==> src/verilog/ocp_pkg.sv <==
// constants and types shared by the maintenance command and port-2 init register logic
`default_nettype none
package ocp_pkg;
    // register addresses on the internal management port
    localparam logic [7:0] REG_PORT_CTRL = 8'h2C;
    localparam logic [7:0] REG_CMD = 8'h42;
    localparam logic [7:0] REG_PHY_SW_INIT = 8'h43;

    // maintenance command codes
    localparam logic [4:0] CMD_NONE = 5'h00;
    localparam logic [4:0] CMD_COND_INFORM = 5'h01;
    localparam logic [4:0] CMD_LOOP_START = 5'h02;
    localparam logic [4:0] CMD_LOOP_STOP = 5'h04;
    localparam logic [4:0] CMD_REMOTE = 5'h08;
    localparam logic [4:0] CMD_INDICATE = 5'h10;
    localparam int CMD_WIDTH = 5;

    // field positions in the phy/switch init register
    localparam int INIT_RATE_BIT = 7;
    localparam int INIT_DUPLEX_BIT = 6;
    localparam int INIT_AUTONEG_BIT = 5;
    localparam int INIT_SOFT_RESET_BIT = 4;
    localparam int INIT_REMOTE_EN_BIT = 3;

    // field positions of the same storage seen through the port control register
    localparam int PC_RATE_BIT = 6;
    localparam int PC_DUPLEX_BIT = 5;
    localparam int PC_AUTONEG_BIT = 7;

    // reset values
    localparam logic [4:0] CMD_RESET = 5'h00;
    localparam logic REMOTE_EN_RESET = 1'b0;
    localparam logic [7:0] RD_RESET = 8'h00;
    localparam logic [23:0] MODEL_RESET = 24'h000000;

    // strap capture sequence after reset release, gray coded
    typedef enum logic [1:0] {
        STRAP_SYNC0 = 2'b00,
        STRAP_SYNC1 = 2'b01,
        STRAP_LOAD = 2'b11,
        STRAP_DONE = 2'b10
    } ocp_strap_t;
endpackage
`default_nettype wire

==> src/verilog/ocp_cmd_if.sv <==
// carrier between the register bank and the command issuer
`timescale 1ns/1ps
`default_nettype none
interface ocp_cmd_if;
    logic cmdWrite;
    logic [4:0] cmdCode;
    logic centerSide;
    logic remoteEnable;
    logic softReset;
    logic cmdLegal;

    modport owner(output cmdWrite, output cmdCode, output centerSide, output remoteEnable,
                  output softReset, input cmdLegal);
    modport issuer(input cmdWrite, input cmdCode, input centerSide, input remoteEnable,
                   input softReset, output cmdLegal);
endinterface
`default_nettype wire

==> src/verilog/ocp_phy_init_regs.sv <==
// maintenance command register and port-2 phy/switch init register bank
`timescale 1ns/1ps
`default_nettype none
module ocp_phy_init_regs
(
    // clock and reset
    input wire logic mclk,
    input wire logic nrst,
    // internal management register port
    input wire logic [7:0] regAddr,
    input wire logic [7:0] regWrData,
    input wire logic regWrite,
    output logic [7:0] regRdData,
    // strap pins, asynchronous to mclk
    input wire logic port2RateStrap,
    input wire logic port2DuplexStrap,
    input wire logic port2AutonegStrap,
    // converter mode and model info from neighbouring registers
    input wire logic centerSide,
    input wire logic [23:0] modelInfoLocal,
    input wire logic [23:0] modelInfoRemote,
    // port 2 configuration
    output logic port2RateSelect,
    output logic port2DuplexSelect,
    output logic port2AutonegEnable,
    output logic remoteCmdEnable,
    output logic fabricSoftReset,
    // frame requests
    output logic sendCondInform,
    output logic sendLoopStart,
    output logic sendLoopStop,
    output logic sendRemoteCmd,
    output logic sendIndicate,
    output logic [23:0] modelInfoUpperBits
);
    logic [2:0] strapMeta_q;
    logic [2:0] strapSync_q;
    ocp_pkg::ocp_strap_t strap_q;
    ocp_pkg::ocp_strap_t strap_d;
    logic [4:0] cmd_q;
    logic rate_q;
    logic duplex_q;
    logic autoneg_q;
    logic remoteEn_q;
    logic softReset_q;
    logic wrCmd;
    logic wrInit;
    logic wrPortCtrl;
    logic [7:0] rd_d;

    ocp_cmd_if cmdBus();

    // address decode of the write strobe
    // host command write
    assign wrCmd = regWrite & (regAddr == ocp_pkg::REG_CMD);
    assign wrInit = regWrite & (regAddr == ocp_pkg::REG_PHY_SW_INIT);
    assign wrPortCtrl = regWrite & (regAddr == ocp_pkg::REG_PORT_CTRL);

    // strap pins pass two flops; the first is read only by the second
    always_ff @(posedge mclk or negedge nrst)
    begin
        if (!nrst)
        begin
            strapMeta_q <= 3'h0;
            strapSync_q <= 3'h0;
        end
        else
        begin
            strapMeta_q <= {port2RateStrap, port2DuplexStrap, port2AutonegStrap};
            strapSync_q <= strapMeta_q;
        end
    end

    // straps cannot be loaded under asynchronous reset, so they are caught once after release
    always_comb
    begin
        unique case (strap_q)
            ocp_pkg::STRAP_SYNC0: strap_d = ocp_pkg::STRAP_SYNC1;
            ocp_pkg::STRAP_SYNC1: strap_d = ocp_pkg::STRAP_LOAD;
            ocp_pkg::STRAP_LOAD: strap_d = ocp_pkg::STRAP_DONE;
            ocp_pkg::STRAP_DONE: strap_d = ocp_pkg::STRAP_DONE;
        endcase
    end

    always_ff @(posedge mclk or negedge nrst)
    begin
        if (!nrst)
            strap_q <= ocp_pkg::STRAP_SYNC0;
        else
            strap_q <= strap_d;
    end

    // shared speed/duplex/autoneg storage; a write through either address lands here
    always_ff @(posedge mclk or negedge nrst)
    begin
        if (!nrst)
        begin
            rate_q <= 1'b0;
            duplex_q <= 1'b0;
            autoneg_q <= 1'b0;
        end
        else if (wrPortCtrl)
        begin
            rate_q <= regWrData[ocp_pkg::PC_RATE_BIT];
            duplex_q <= regWrData[ocp_pkg::PC_DUPLEX_BIT];
            autoneg_q <= regWrData[ocp_pkg::PC_AUTONEG_BIT];
        end
        else if (wrInit)
        begin
            rate_q <= regWrData[ocp_pkg::INIT_RATE_BIT];
            duplex_q <= regWrData[ocp_pkg::INIT_DUPLEX_BIT];
            autoneg_q <= regWrData[ocp_pkg::INIT_AUTONEG_BIT];
        end
        else if (strap_q == ocp_pkg::STRAP_LOAD)
        begin
            rate_q <= strapSync_q[2];
            duplex_q <= strapSync_q[1];
            autoneg_q <= strapSync_q[0];
        end
    end

    // remote command enable
    // enable bit storage
    always_ff @(posedge mclk or negedge nrst)
    begin
        if (!nrst)
            remoteEn_q <= ocp_pkg::REMOTE_EN_RESET;
        else if (wrInit)
            remoteEn_q <= regWrData[ocp_pkg::INIT_REMOTE_EN_BIT];
    end

    // one-cycle soft reset pulse; never reads back as one
    // self clearing reset
    always_ff @(posedge mclk or negedge nrst)
    begin
        if (!nrst)
            softReset_q <= 1'b0;
        else
            softReset_q <= wrInit & regWrData[ocp_pkg::INIT_SOFT_RESET_BIT];
    end

    // command field; soft reset returns it to CMD_RESET, while the model info source keeps its last selection
    always_ff @(posedge mclk or negedge nrst)
    begin
        if (!nrst)
            cmd_q <= ocp_pkg::CMD_RESET;
        else if (softReset_q)
            cmd_q <= ocp_pkg::CMD_RESET;
        else if (wrCmd & cmdBus.cmdLegal)
            cmd_q <= regWrData[ocp_pkg::CMD_WIDTH-1:0];
    end

    // hand the written code to the issuer in the write cycle
    assign cmdBus.cmdWrite = wrCmd & cmdBus.cmdLegal;
    assign cmdBus.cmdCode = regWrData[ocp_pkg::CMD_WIDTH-1:0];
    assign cmdBus.centerSide = centerSide;
    assign cmdBus.remoteEnable = remoteEn_q;
    assign cmdBus.softReset = softReset_q;

    ocp_cmd_issue issuer
    (
        .mclk(mclk),
        .nrst(nrst),
        .cmd(cmdBus),
        .modelInfoLocal(modelInfoLocal),
        .modelInfoRemote(modelInfoRemote),
        .sendCondInform(sendCondInform),
        .sendLoopStart(sendLoopStart),
        .sendLoopStop(sendLoopStop),
        .sendRemoteCmd(sendRemoteCmd),
        .sendIndicate(sendIndicate),
        .modelInfoUpperBits(modelInfoUpperBits)
    );

    // read mux; unmapped addresses and uncovered bits read zero
    always_comb
    begin
        rd_d = 8'h00;
        if (regAddr == ocp_pkg::REG_CMD)
            rd_d[ocp_pkg::CMD_WIDTH-1:0] = cmd_q;
        else if (regAddr == ocp_pkg::REG_PHY_SW_INIT)
        begin
            rd_d[ocp_pkg::INIT_RATE_BIT] = rate_q;
            rd_d[ocp_pkg::INIT_DUPLEX_BIT] = duplex_q;
            rd_d[ocp_pkg::INIT_AUTONEG_BIT] = autoneg_q;
            rd_d[ocp_pkg::INIT_REMOTE_EN_BIT] = remoteEn_q;
        end
        else if (regAddr == ocp_pkg::REG_PORT_CTRL)
        begin
            rd_d[ocp_pkg::PC_RATE_BIT] = rate_q;
            rd_d[ocp_pkg::PC_DUPLEX_BIT] = duplex_q;
            rd_d[ocp_pkg::PC_AUTONEG_BIT] = autoneg_q;
        end
    end

    // read data is registered: one cycle after the address
    always_ff @(posedge mclk or negedge nrst)
    begin
        if (!nrst)
            regRdData <= ocp_pkg::RD_RESET;
        else
            regRdData <= rd_d;
    end

    assign port2RateSelect = rate_q;
    assign port2DuplexSelect = duplex_q;
    assign port2AutonegEnable = autoneg_q;
    assign remoteCmdEnable = remoteEn_q;
    assign fabricSoftReset = softReset_q;
endmodule // ocp_phy_init_regs
`default_nettype wire

==> src/verilog/ocp_cmd_issue.sv <==
// turns a written maintenance command code into at most one frame request pulse
`timescale 1ns/1ps
`default_nettype none
module ocp_cmd_issue
(
    // clock and reset
    input wire logic mclk,
    input wire logic nrst,
    // command from the register bank
    ocp_cmd_if.issuer cmd,
    // model info sources
    input wire logic [23:0] modelInfoLocal,
    input wire logic [23:0] modelInfoRemote,
    // frame requests to the frame engine
    output logic sendCondInform,
    output logic sendLoopStart,
    output logic sendLoopStop,
    output logic sendRemoteCmd,
    output logic sendIndicate,
    output logic [23:0] modelInfoUpperBits
);
    logic centerOk;
    logic fire;
    logic useRemote_q;

    // legality check; unlisted codes are refused and leave state alone
    // refuse unlisted codes
    always_comb
    begin
        unique case (cmd.cmdCode)
            ocp_pkg::CMD_NONE, ocp_pkg::CMD_COND_INFORM, ocp_pkg::CMD_LOOP_START,
            ocp_pkg::CMD_LOOP_STOP, ocp_pkg::CMD_REMOTE, ocp_pkg::CMD_INDICATE:
                cmd.cmdLegal = 1'b1;
            default:
                cmd.cmdLegal = 1'b0;
        endcase
    end

    assign centerOk = cmd.centerSide;
    // a soft reset in the same cycle wins, so no frame starts into a fabric being reset
    assign fire = cmd.cmdWrite & ~cmd.softReset;

    // at most one pulse per accepted command: none for CMD_NONE, and only indicate on the terminal side
    // decode request codes
    always_ff @(posedge mclk or negedge nrst)
    begin
        if (!nrst)
        begin
            sendCondInform <= 1'b0;
            sendLoopStart <= 1'b0;
            sendLoopStop <= 1'b0;
            sendRemoteCmd <= 1'b0;
            sendIndicate <= 1'b0;
        end
        else
        begin
            sendCondInform <= fire & centerOk & (cmd.cmdCode == ocp_pkg::CMD_COND_INFORM);
            sendLoopStart <= fire & centerOk & (cmd.cmdCode == ocp_pkg::CMD_LOOP_START);
            sendLoopStop <= fire & centerOk & (cmd.cmdCode == ocp_pkg::CMD_LOOP_STOP);
            sendRemoteCmd <= fire & centerOk & cmd.remoteEnable
                             & (cmd.cmdCode == ocp_pkg::CMD_REMOTE);
            sendIndicate <= fire & (cmd.cmdCode == ocp_pkg::CMD_INDICATE);
        end
    end

    // source of the upper model info bits follows the last remote command or condition inform frame issued
    // remote model source
    always_ff @(posedge mclk or negedge nrst)
    begin
        if (!nrst)
            useRemote_q <= 1'b0;
        else if (fire & centerOk & cmd.remoteEnable & (cmd.cmdCode == ocp_pkg::CMD_REMOTE))
            useRemote_q <= 1'b1;
        else if (fire & centerOk & (cmd.cmdCode == ocp_pkg::CMD_COND_INFORM))
            useRemote_q <= 1'b0;
    end

    // registered so the frame engine sees a stable field for the whole frame
    always_ff @(posedge mclk or negedge nrst)
    begin
        if (!nrst)
            modelInfoUpperBits <= ocp_pkg::MODEL_RESET;
        else
            modelInfoUpperBits <= useRemote_q ? modelInfoRemote : modelInfoLocal;
    end
endmodule // ocp_cmd_issue
`default_nettype wire

==> config.mk <==
export PLATFORM = sky130hd
export DESIGN_NAME = ocp_phy_init_regs
export DESIGN_NICKNAME = d
export VERILOG_FILES = /design/src/verilog/ocp_pkg.sv /design/src/verilog/ocp_cmd_if.sv /design/src/verilog/ocp_phy_init_regs.sv /design/src/verilog/ocp_cmd_issue.sv
export SDC_FILE = /design/constraint.sdc
export NUM_CORES = 1
export LEC_CHECK = 0
export ABC_AREA = 1
export BUFFER_PORTS_ARGS = -buffer_cell sky130_fd_sc_hd__buf_2
export CAP_MARGIN = 25
export CORE_ASPECT_RATIO = 0.6
export CORE_MARGIN = 2
export CORE_UTILIZATION = 49
export CTS_CLUSTER_SIZE = 10
export DETAILED_ROUTE_END_ITERATION = 8
export PLACE_DENSITY = 0.84
export SYNTH_ARGS = -nofsm -noshare
export SYNTH_HDL_FRONTEND = slang
export SYNTH_SLANG_ARGS = --single-unit
export TNS_END_PERCENT = 5
==> constraint.sdc <==
create_clock -name mclk -period 3.4 [get_ports mclk]
set_input_delay 0.17 -clock mclk [delete_from_list [all_inputs] [get_ports mclk]]
set_output_delay 0.17 -clock mclk [all_outputs]
set_load 0.005 [all_outputs]
## Word-level counts from Yosys, hierarchy flattened

Cells that the tools add are included.

- Muxes and demuxes: 23
- Bitwise gates (word level): 14
- Reduce and logical (&&, ||, !) cells: 7
- Eq/ne operators: 11

Operators by type and width:

| cell | number |
|---|---|
| two-way mux 24 bit | 1 |
| == test 8 x 7 -> 1 bit, second input constant | 2 |
| two-way mux 1 bit | 15 |
| bitwise AND 1 bit | 13 |
| two-way mux 3 bit | 4 |
| two-way mux 5 bit | 2 |
| == test 8 x 6 -> 1 bit, second input constant | 1 |
| case mux 2 bit (3 select lines) | 1 |
| OR reduction 6 bit | 1 |
| == test 5 x 1 -> 1 bit, second input constant | 1 |
| == test 5 x 2 -> 1 bit, second input constant | 1 |
| == test 5 x 3 -> 1 bit, second input constant | 1 |
| == test 5 x 4 -> 1 bit, second input constant | 1 |
| == test 5 bit, second input constant | 1 |
| logical NOT 5 bit | 1 |
| == test 2 bit, second input constant | 2 |
| nonzero test 2 bit | 2 |
| nonzero test 3 bit | 1 |
| == test 2 x 1 -> 1 bit, second input constant | 1 |
| logical NOT 2 bit | 1 |
| OR reduction 2 bit | 1 |
| NOT 1 bit | 1 |

- Output and inout bits: 42
- Bits of input ports: 71
- Register bits: 56
- Word-level logic and storage cells: 72

## Depth between registers and ports, before layout

Gate-level depths: netlist (run 1).

- Depth in word-level cells: 9
- Depth in mapped cells: 9
- Gate-level depth less buffers: 9

## Hierarchy

Synthesis (run 1) repeated with hierarchy kept, for this count alone.

- Cells, all modules: 229
- Area, all modules: 2,423.6 µm²

Modules (own cells, without submodules):

| module | cells each | seq. area each (µm²) | area each (µm²) | times used |
|---|---|---|---|---|
| ocp_cmd_issue | 93 | 750.7 | 1,292.5 | 1 |
| ocp_phy_init_regs | 136 | 650.6 | 1,131.1 | 1 |

## Worst setup path before layout (run 1)

No wires, ideal clock.

- Kind: flip-flop to flip-flop
- From: reg issuer.useRemote_q
- To: reg issuer.modelInfoUpperBits[0]
- Path slack: 2.161 ns
- Arrival: 1.114 ns
- Clock period less this slack: 1.239 ns
- Stages on the path, launching flop included: 4
- Data required time: 3.275 ns
- Cell sequence: dfrtp_1 > clkbuf_1 > buf_2 > mux2_2

- Longest elaborated chain between the ends: 1

RTL lines:

| item | RTL line | text |
|---|---|---|
| start, declared | ocp_cmd_issue.sv:24 | `logic useRemote_q;` |
| start signal, assigned | ocp_cmd_issue.sv:71 | `useRemote_q <= 1'b0;` |
| start signal, assigned | ocp_cmd_issue.sv:73 | `useRemote_q <= 1'b1;` |
| start signal, assigned | ocp_cmd_issue.sv:75 | `useRemote_q <= 1'b0;` |
| two-way mux 24 bit | ocp_cmd_issue.sv:84 | `modelInfoUpperBits <= useRemote_q ? modelInfoRemote : modelInfoLocal;` |
| end signal, assigned | ocp_cmd_issue.sv:82 | `modelInfoUpperBits <= ocp_pkg::MODEL_RESET;` |
| end signal, assigned | ocp_cmd_issue.sv:84 |  |
| end, declared | ocp_cmd_issue.sv:20 | `output logic [23:0] modelInfoUpperBits` |

No other way between the ends.
A chain may end at the register's enable or synchronous reset.

==> reports/metrics.yaml, run 1 <==
synth:
  ys_top_cells_by_count: "56 x dfrtp_1, 35 x nand2_1, 25 x inv_1"
  synth.area.top_cells: "dfrtp_1 59%, mux2_2 11%, nand2_1 5.5%"
  ys_seq_elements: 56
  syn-num-nets: 289
  synthMuxAreaShare_pct: 11.4
  synth.top_cell.area_share_pct: 59.2
  synth-compound-area-share_pct: 2.96
  ys_warn_count: 0
  syn_inst: 218
  synth_most_common_cell: "dfrtp_1"
  yosys.area.top_type: "dfrtp_1"
  yosys.area_share.simple_pct: 21.1
  async_reset_ff_share_pct: 100
  ys.flop_type: "dfrtp_1"
  syn_avg_cell_area_sq_um: 10.9
  synth_top_family_by_area: "simple AND/OR/NAND/NOR gates"
  synth_cell_types: 24
  synth_fa_ha_area_share_pct: 0
  synth_enable_flop_cells: 0
  synthesis.area_sq_um: 2370
  synth_seq_area_share_pct: 59.2
  synthXorXnorAreaFrac_pct: 0
finish:
  areaGrowthSynthToFinish_pct: 32.5
  num_antenna_cells: 0
  drive_gt1_share_pct: 48.8
  fin_nets: 409
sta:
  finalWorstSetupSlack_ns: 2.19
  min_period_over_period_pct: 35.5
  rsz0062_at_grt: "false"
  setup_viol: 0
  hold_viol_final: 0
  drv_slew: 0
  worst_hold_slack_ns: 0.0937
  tightest_slew_ns: 0.658
  slew_headroom_pct: 56.1
  min_period_ns: 1.21
  fmax_mhz: 829
  fin_skew_ns: 0.00277
  fin_setup_tns_ns: 0
place:
  placement.io_buffers: 112
  hpwl_microns: 3920
  preCtsSetupSlack_ns: 1.86
  gp_congestion: 0.819
critical_path:
  setup.worst_path.start_class: "input pin"
  cp-end-kind: "asynchronous set/reset pin"
  critPathRequiredTime_ns: 3.87
  path_class: "input pin to asynchronous set/reset pin"
  path_max_fanout: 31
  crit_arrival_ns: 1.67
pwr:
  ir_drop_uv: 246
  p_sw_mw: 0.270
  pwr-share-clk_pct: 28.7
  seq_power_share_pct: 60.3
  sw_frac_of_total_pct: 23.2
  p_leak_nw: 1.72
  pwr_density_cell_nw_per_um2: 372
  p_comb_share_pct: 11.1
  p_int_mw: 0.896
  p_total_mw: 1.17
floorplanning:
  io_pins: 113
  dieArea_sq_um: 5420
  coreArea_sq_um: 4610
  die_w_microns: 93.8
  initial_core_util_pct: 51.4
  fp-row-count: 19
  die_h_microns: 57.9
run:
  maxCapViolCount: 0
routing:
  dr.pass1.iters: 4
  drt_iter0_markers: 48
  vias: 1915
  drc: 0
  viasPerCell: 4.78
  finalWirelength_microns: 5020
  antenna_left: 0
  wire_per_inst_microns: 12.5
clock_network:
  cts_buffer_depth: 2
  htreeDepth: 2
  cts_tree: "done"
  post_cts_resized: 0
  cts.sinks: 56
  cts_made_buffers: 5
  clock_latency_ns: 0.30
  clkSlewWorstSetupHoldPaths_ns: 0.09
  postCtsSetupBuffers: 0
  clockRootBuffer: "clkbuf_8"
run_status:
  outcome: "complete, no violations"
global_routing:
  grtUsageTotal_pct: 19.5
  grt_first_pass_wirelength_microns: 8090
  grt_max_degree: 32
  grt_pass1_vias: 1846
  grt_antenna_before_repair: 0
  grt_overflow: 0
hold_path:
  worstHoldPathType: "input pin to flop"
==> layout by cell type (no fill, tap or decap), types with 4 or more instances in the layout <==
| master | netlist | routed |
|---|---|---|
| dfrtp_1 | 56 | 56 |
| buf_2 | 3 | 112 |
| mux2_2 | 24 | 24 |
| nor2_2 | 6 | 6 |
| dlygate4sd3_1 | 0 | 4 |
| nand4_1 | 4 | 4 |
| nand2_1 | 35 | 35 |
| nor2_1 | 18 | 18 |
| inv_1 | 25 | 25 |
| nor3_1 | 6 | 6 |
| a21oi_1 | 4 | 4 |
| clkbuf_8 | 0 | 5 |
| nand3_1 | 12 | 12 |
==> per-stage QoR <==
step	cells	utilization, %	cell area (sq um)
floorplan	218	-	2370
global placement	389	64.9	2990
detailed placement	389	64.9	2990
CTS	400	67.4	3110
global route	401	68.0	3140
finish	401	68.0	3140
==> power groups by stage <==
stage	Clock (mW)	Combinational (mW)	Sequential (mW)
after detailed placement	0	0.127	0.716
after floorplan	0	0.0375	0.716
after global routing	0.374	0.144	0.705
after CTS	0.349	0.131	0.703
final	0.334	0.129	0.703
after global placement	0	0.122	0.715
==> logic make-up after synthesis <==
group           count (synthesis)
simple gates                   94
flops                          56
buf+inv                        33
mux                            24
compound gates                 11
==> path summary, 6_finish.rpt <==
kind / startpoint / slack, ns / endpoint / depth (start not counted)
setup / recovery: nrst / 2.19 / issuer.modelInfoUpperBits[19] / 3
hold / removal: modelInfoRemote[17] / 0.09 / issuer.modelInfoUpperBits[17] / 2
setup reg to reg: issuer.useRemote_q / 2.26 / issuer.modelInfoUpperBits[16] / 2
hold reg to reg: strapMeta_q[1] / 0.35 / strapSync_q[1] / 0
max in group mclk: fabricSoftReset / 2.23 / fabricSoftReset / 1
min in group asynchronous: nrst / 0.43 / cmd_q[1] / 2
==> flip-flops by register name, indices dropped and copies added, names as in the netlist, 2 cells and up <==
name / cells
regRdData: 8
issuer.modelInfoUpperBits: 24
strapSync_q: 3
strapMeta_q: 3
cmd_q: 5
strap_q: 2
==> timing repair <==
action	in CTS	in global routing
hold buffers	4	0
hold endpoints to repair	33	0
endpoints found under the setup margin	0	0
==> cell type report <==
type                    instances  area (sq um)
fillers                       366          1470
flip-flops and latches         56          1400
multi-input cells             129           840
repair buffers                118           636
inverters                      28           105
well taps                      63          78.8
clock buffers                   6          72.6
clock inverters                 1          5.00
==> worst max-delay path, stage by stage <==
cell           delay [ns]
dlygate4sd3_1        0.52
buf_2                0.53
buf_4                0.43
==> metal layers <==
layer  global-route usage [%]  part of all wire (%)  vias to the layer above
met5                        0                     0                        -
met4                     5.59                  0.68                        0
met1                     24.6                    42                      903
li1                         -                     -                      940
met2                     33.0                    49                       67
met3                     6.24                   7.6                        5
Note: power is estimated with default switching activity, not from simulation.
==> inputs of run 2 (changes only) <==
--- a/config.mk
+++ b/config.mk
@@ -10,10 +10,10 @@
 export CAP_MARGIN = 25
 export CORE_ASPECT_RATIO = 0.6
 export CORE_MARGIN = 2
-export CORE_UTILIZATION = 49
+export CORE_UTILIZATION = 41
 export CTS_CLUSTER_SIZE = 10
 export DETAILED_ROUTE_END_ITERATION = 8
-export PLACE_DENSITY = 0.84
+export PLACE_DENSITY = 0.75
 export SYNTH_ARGS = -nofsm -noshare
 export SYNTH_HDL_FRONTEND = slang
 export SYNTH_SLANG_ARGS = --single-unit
==> constraint.sdc (replaced) <==
create_clock -name mclk -period 1.1 [get_ports mclk]
set_input_delay 0.055 -clock mclk [delete_from_list [all_inputs] [get_ports mclk]]
set_output_delay 0.055 -clock mclk [all_outputs]
set_load 0.005 [all_outputs]
==> reports/metrics.yaml, run 2 (same netlist as run 1, synthesis figures left out) <==
run_status:
  outcome: "complete, no violations"  # unchanged
routing:
  finalWirelength_microns: 6630  # was 5020 microns
  wire_per_inst_microns: 13.8  # was 12.5 microns
  drc: 0  # unchanged
  maxUsedRoutingLayer: "met4"  # unchanged
  dr_wl_met3_microns: 390  # was 384 microns
  antenna_left: 0  # unchanged
  vias: 2173  # was 1915
  drt_iter0_markers: 52  # was 48
  viasPerCell: 4.53  # was 4.78
  wl_met2_microns: 3260  # was 2480 microns
  wl_met1_microns: 2750  # was 2120 microns
  dr.pass1.iters: 4  # unchanged
clock_network:
  cts.sinks: 56  # unchanged
  clockRootBuffer: "clkbuf_8"  # unchanged
  clkSlewWorstSetupHoldPaths_ns: 0.09  # about the same
  cts_buffer_depth: 2  # unchanged
  htreeDepth: 2  # unchanged
  clock_latency_ns: 0.30  # about the same
  cts_tree: "done"  # unchanged
  cts_made_buffers: 5  # unchanged
floorplanning:
  die_w_microns: 102  # was 93.8 microns
  initial_core_util_pct: 42.5  # was 51.4%
  die_h_microns: 62.9  # was 57.9 microns
  coreArea_sq_um: 5570  # was 4610 sq um
  dieArea_sq_um: 6420  # was 5420 sq um
  io_pins: 113  # unchanged
  fp-row-count: 21  # was 19
finish:
  design_area_sq_um: 3800  # was 3140 sq um
  final_core_util_pct: 68.2  # was 68.0%
  instances_no_fill: 480  # was 401
  largest_reg_flops: 24  # unchanged
  areaGrowthSynthToFinish_pct: 60.4  # was 32.5%
  final_common_cell: "buf_2"  # unchanged
  drive_gt1_share_pct: 45.3  # was 48.8%
  largest_register: "issuer.modelInfoUpperBits"  # unchanged
  fill_cells: 452  # was 366
  reg_top3: "issuer.modelInfoUpperBits: 24 flops, regRdData: 8 flops, cmd_q: 5 flops"  # unchanged
  layout_common_cells: "112 x buf_2, 55 x dfrtp_1, 52 x dlygate4sd3_1, 35 x nand2_1, 25 x inv_1"  # was 112 x buf_2, 56 x dfrtp_1, 35 x nand2_1, 25 x inv_1, 24 x mux2_2
  fin_nets: 472  # was 409
  num_antenna_cells: 0  # unchanged
hold_path:
  worstHoldPathType: "input pin to flop"  # unchanged
  hp-start: "regWrData[0]"  # was modelInfoRemote[17]
global_routing:
  grt_pass1_vias: 2288  # was 1846
  grt_antenna_before_repair: 0  # unchanged
  grt_max_degree: 25  # was 32
  grt_first_pass_wirelength_microns: 10500  # was 8090 microns
  grt_overflow: 0  # unchanged
  grtUsageTotal_pct: 21.4  # was 19.5%
sta:
  min_period_ns: 1.08
  rsz0062_at_grt: "true"  # was false
  setup_viol: 0  # unchanged
  fin_setup_tns_ns: 0  # unchanged
  slew_headroom_pct: 76.1  # was 56.1%
  drv_slew: 0  # unchanged
  tightest_slew_ns: 0.358  # was 0.658 ns
  min_period_over_period_pct: 98.0
  fmax_mhz: 927
  fin_skew_ns: 0.00286  # was 0.00277 ns
  hold_viol_final: 0  # unchanged
place:
  hpwl_microns: 4170  # was 3920 microns
  gp_congestion: 0.886  # was 0.819
  place_inst: 421  # was 389
  place_area_sq_um: 3160  # was 2990 sq um
  placement.io_buffers: 112  # unchanged
pwr:
  pwr_density_cell_nw_per_um2: 1060  # was 372 nW/um^2
  ir_drop_uv: 732  # was 246 uV
  seq_power_share_pct: 54.0  # was 60.3%
  p_int_mw: 3.13  # was 0.896 mW
  p_comb_share_pct: 14.4  # was 11.1%
  pwr-share-clk_pct: 31.6  # was 28.7%
  p_sw_mw: 0.895  # was 0.270 mW
  sw_frac_of_total_pct: 22.3  # was 23.2%
  p_leak_nw: 2.01  # was 1.72 nW
critical_path:
  setup.worst_path.start_class: "flop"  # was input pin
  cp_cell_sequence: "buf_12 -> mux2_2"  # was dlygate4sd3_1 -> buf_2 -> buf_4
  path_buf_inv: 1  # was 3
  crit_start: "issuer.useRemote_q"  # was nrst
  critPathRequiredTime_ns: 1.29  # was 3.87 ns
  slowest_stage: "dfrtp_1"  # was buf_2
  path_max_fanout: 24  # was 31
  crit_arrival_ns: 1.27  # was 1.67 ns
  slowest_delay_ns: 0.40  # was 0.53 ns
  path_class: "flop to flop"  # was input pin to asynchronous set/reset pin
  cp-end-kind: "flop"  # was asynchronous set/reset pin
  r2r-start: "issuer.useRemote_q"  # unchanged
  critPathTopFamily: "flip-flops"  # was buffers and inverters
run:
  maxCapViolCount: 0  # unchanged
[run 2: power groups by stage]
stage / sequential (mW) / combinational, mW / clock [mW]
6_report: 2.17 / 0.580 / 1.27
5_1_grt: 2.18 / 0.634 / 1.40
2_1_floorplan: 2.21 / 0.116 / 0
4_1_cts: 2.17 / 0.558 / 1.30
3_3_place_gp: 2.21 / 0.410 / 0
3_5_place_dp: 2.21 / 0.423 / 0
[run 2: layout make-up]
class	count	area [sq um]	share of cell area, %
clock buffer	5	68.8	1.81
clock inverter	1	30.0	0.790
inverter	28	105	2.77
multi-input combinational	129	847	22.3
sequential	56	1400	36.9
tap	80	100	2.63
timing repair buffer	181	1250	32.8
[run 2: routing by layer]
metal | track usage [%] | vias up
li1 | - | 1059
met1 | 26.1 | 1000
met2 | 36.3 | 91
met3 | 5.48 | 23
met4 | 8.50 | 0
met5 | 0 | -
[run 2: path summary, 6_finish.rpt]
check                                          endpoint  slack, ns  cells past startpoint
max                        issuer.modelInfoUpperBits[0]       0.02                      2
min                                            cmd_q[0]       0.02                      3
max reg2reg                issuer.modelInfoUpperBits[0]       0.02                      2
min reg2reg                              strapSync_q[2]       0.36                      0
max in group asynchronous               fabricSoftReset       0.45                      3
min in group asynchronous                  regRdData[2]       0.20                      2
[run 2: worst min-delay path, delay by kind of cell]
kind	cells	cell delay (ns)
AND/OR/NAND/NOR	2	0.11
buffers and inverters	1	0.13
[run 2: what timing repair did]
action | 4_1_cts | 5_1_grt
setup buffers | 0 | 1
hold buffers | 50 | 2
gates resized for setup | 0 | 3
endpoints found under the hold margin | 82 | 1
endpoints found under the setup margin | 0 | 23
[run 2: stage by stage]
stage          worst slack (ns)  hold slack (ns)  power, mW
2_1_floorplan           0.00506           -0.241       2.33
3_3_place_gp            -0.0555          -0.0248       2.62
3_5_place_dp             -0.134          -0.0189       2.64
4_1_cts                  0.0168          0.00124       4.03
5_1_grt                -0.00812           0.0199       4.21
6_report                 0.0217           0.0240       4.02
==> inputs of run 3 (changes only) <==
--- a/config.mk
+++ b/config.mk
@@ -14,6 +14,7 @@
 export CTS_CLUSTER_SIZE = 10
 export DETAILED_ROUTE_END_ITERATION = 8
 export PLACE_DENSITY = 0.75
+export RECOVER_POWER = 25
 export SYNTH_ARGS = -nofsm -noshare
 export SYNTH_HDL_FRONTEND = slang
 export SYNTH_SLANG_ARGS = --single-unit
==> reports/metrics.yaml, run 3 (same netlist as run 1, synthesis figures left out) <==
run_status:
  outcome: "complete, no violations"  # unchanged
critical_path:
  endpoint: "issuer.modelInfoUpperBits[0]"  # unchanged
  path_class: "flop to flop"  # unchanged
  setup.worst_path.start_class: "flop"  # unchanged
  critPathRequiredTime_ns: 1.29  # about the same
  r2r_slack_ns: 0.02  # about the same
  path_max_fanout: 24  # unchanged
  r2r-start: "issuer.useRemote_q"  # unchanged
  r2r_cells: 2  # unchanged
  reg2reg_to: "issuer.modelInfoUpperBits[0]"  # unchanged
  crit_start: "issuer.useRemote_q"  # unchanged
  cp-end-kind: "flop"  # unchanged
  crit_arrival_ns: 1.27  # about the same
sta:
  slew_headroom_pct: 69.0  # was 76.1%
  finalWorstSetupSlack_ns: 0.0219  # was 0.0217 ns
  tightest_slew_ns: 0.465  # was 0.358 ns
  fin_skew_ns: 0.00289  # was 0.00286 ns
  hold_viol_final: 0  # unchanged
  min_period_over_period_pct: 98.0  # about the same
  drv_slew: 0  # unchanged
  min_period_ns: 1.08  # about the same
  rsz0062_at_grt: "true"  # unchanged
  setup_viol: 0  # unchanged
  fmax_mhz: 928  # was 927 MHz
finish:
  areaGrowthSynthToFinish_pct: 59.7  # was 60.4%
  num_antenna_cells: 0  # unchanged
  final_common_cell: "buf_2"  # unchanged
  design_area_sq_um: 3780  # was 3800 sq um
  reg_top3: "issuer.modelInfoUpperBits: 24 flops, regRdData: 8 flops, cmd_q: 5 flops"  # unchanged
  largest_reg_flops: 24  # unchanged
  largest_register: "issuer.modelInfoUpperBits"  # unchanged
  fill_cells: 455  # was 452
  layout_common_cells: "112 x buf_2, 55 x dfrtp_1, 52 x dlygate4sd3_1, 35 x nand2_1, 25 x inv_1"  # unchanged
  drive_gt1_share_pct: 45.0  # was 45.3%
  fin_nets: 472  # unchanged
clock_network:
  clkSlewWorstSetupHoldPaths_ns: 0.09  # about the same
  cts_buffer_depth: 2  # unchanged
  cts_tree: "done"  # unchanged
  clockRootBuffer: "clkbuf_8"  # unchanged
  cts.sinks: 56  # unchanged
  cts_made_buffers: 5  # unchanged
  clock_latency_ns: 0.30  # about the same
  htreeDepth: 2  # unchanged
global_routing:
  grt_max_degree: 25  # unchanged
  grtUsageTotal_pct: 21.4  # unchanged
  grt_pass1_vias: 2288  # unchanged
  grt_overflow: 0  # unchanged
  grt_first_pass_wirelength_microns: 10500  # unchanged
  grt_antenna_before_repair: 0  # unchanged
floorplanning:
  dieArea_sq_um: 6420  # unchanged
  coreArea_sq_um: 5570  # unchanged
  initial_core_util_pct: 42.5  # unchanged
  io_pins: 113  # unchanged
  die_h_microns: 62.9  # unchanged
  die_w_microns: 102  # unchanged
  fp-row-count: 21  # unchanged
routing:
  antenna_left: 0  # unchanged
  drt_iter0_markers: 50  # was 52
  viasPerCell: 4.53  # about the same
  dr.pass1.iters: 4  # unchanged
  drc: 0  # unchanged
  wire_per_inst_microns: 13.8  # about the same
  vias: 2176  # was 2173
  finalWirelength_microns: 6630  # about the same
place:
  place_area_sq_um: 3160  # unchanged
  placement.io_buffers: 112  # unchanged
  hpwl_microns: 4170  # unchanged
  gp_congestion: 0.886  # unchanged
  preCtsSetupSlack_ns: -0.134  # unchanged
pwr:
  ir_drop_uv: 732  # about the same
  p_leak_nw: 2.00  # was 2.01 nW
  pwr_density_cell_nw_per_um2: 1060  # about the same
run:
  maxCapViolCount: 0  # unchanged
hold_path:
  worstHoldPathType: "input pin to flop"  # unchanged
-- run 3: power breakdown --
| group | switching [mW] | internal (mW) | leakage (nW) | total [mW] |
|---|---|---|---|---|
| registers | 0.0385 | 2.13 | 0.693 | 2.17 |
| clock network | 0.615 | 0.654 | 0.0501 | 1.27 |
| logic | 0.241 | 0.332 | 1.26 | 0.573 |
| total | 0.895 | 3.12 | 2.00 | 4.01 |
-- run 3: layout make-up --
cell class / count / area [sq um] / area share, %
clock buffers: 5 / 68.8 / 1.82
repair buffers: 181 / 1230 / 32.5
multi-input cells: 129 / 847 / 22.4
clock inverters: 1 / 30.0 / 0.794
well taps: 80 / 100 / 2.65
inverters: 28 / 105 / 2.78
flip-flops and latches: 56 / 1400 / 37.1
-- run 3: metrics by stage --
stage	std cells	hold WS [ns]	utilization [%]	setup TNS (ns)	total power [mW]
floorplan	218	-0.241	-	0	2.33
global placement	421	-0.0248	56.8	-0.523	2.62
detailed placement	421	-0.0189	56.8	-1.15	2.64
CTS	477	0.00124	67.6	0	4.03
global route	480	0.0199	67.9	-0.0170	4.21
finish	480	0.0240	67.9	0	4.01
-- run 3: how the worst min path moves through the flow --
stage,slack (ns),end,cells past startpoint,from
floorplan,-0.24,cmd_q[0],0,nrst
global placement,-0.02,regRdData[0],1,nrst
detailed placement,-0.02,regRdData[1],1,nrst
CTS,0.001,issuer.modelInfoUpperBits[1],2,modelInfoRemote[1]
global route,0.02,issuer.sendCondInform,3,centerSide
finish,0.02,cmd_q[0],3,regWrData[0]
-- run 3: repair_timing --
action,4_1_cts,5_1_grt
resized for setup,0,3
hold buffers,50,2
hold endpoints to repair,82,1
endpoints found under the setup margin,0,23
buffers inserted,0,1
-- run 3: critical path, stage by stage (launching register included) --
cell     delay (ns)
dfrtp_1        0.40
buf_12         0.20
mux2_2         0.37
-- run 3: metal layers --
layer  global-route usage (%)  share of wire (%)  routed length (microns)  vias to the layer above
met5                        0                  0                        0                        -
met4                     8.50                3.4                      225                        0
met2                     36.3                 49                     3260                       91
li1                         -                  -                        -                     1059
met3                     5.48                5.9                      390                       23
met1                     26.1                 42                     2760                     1003
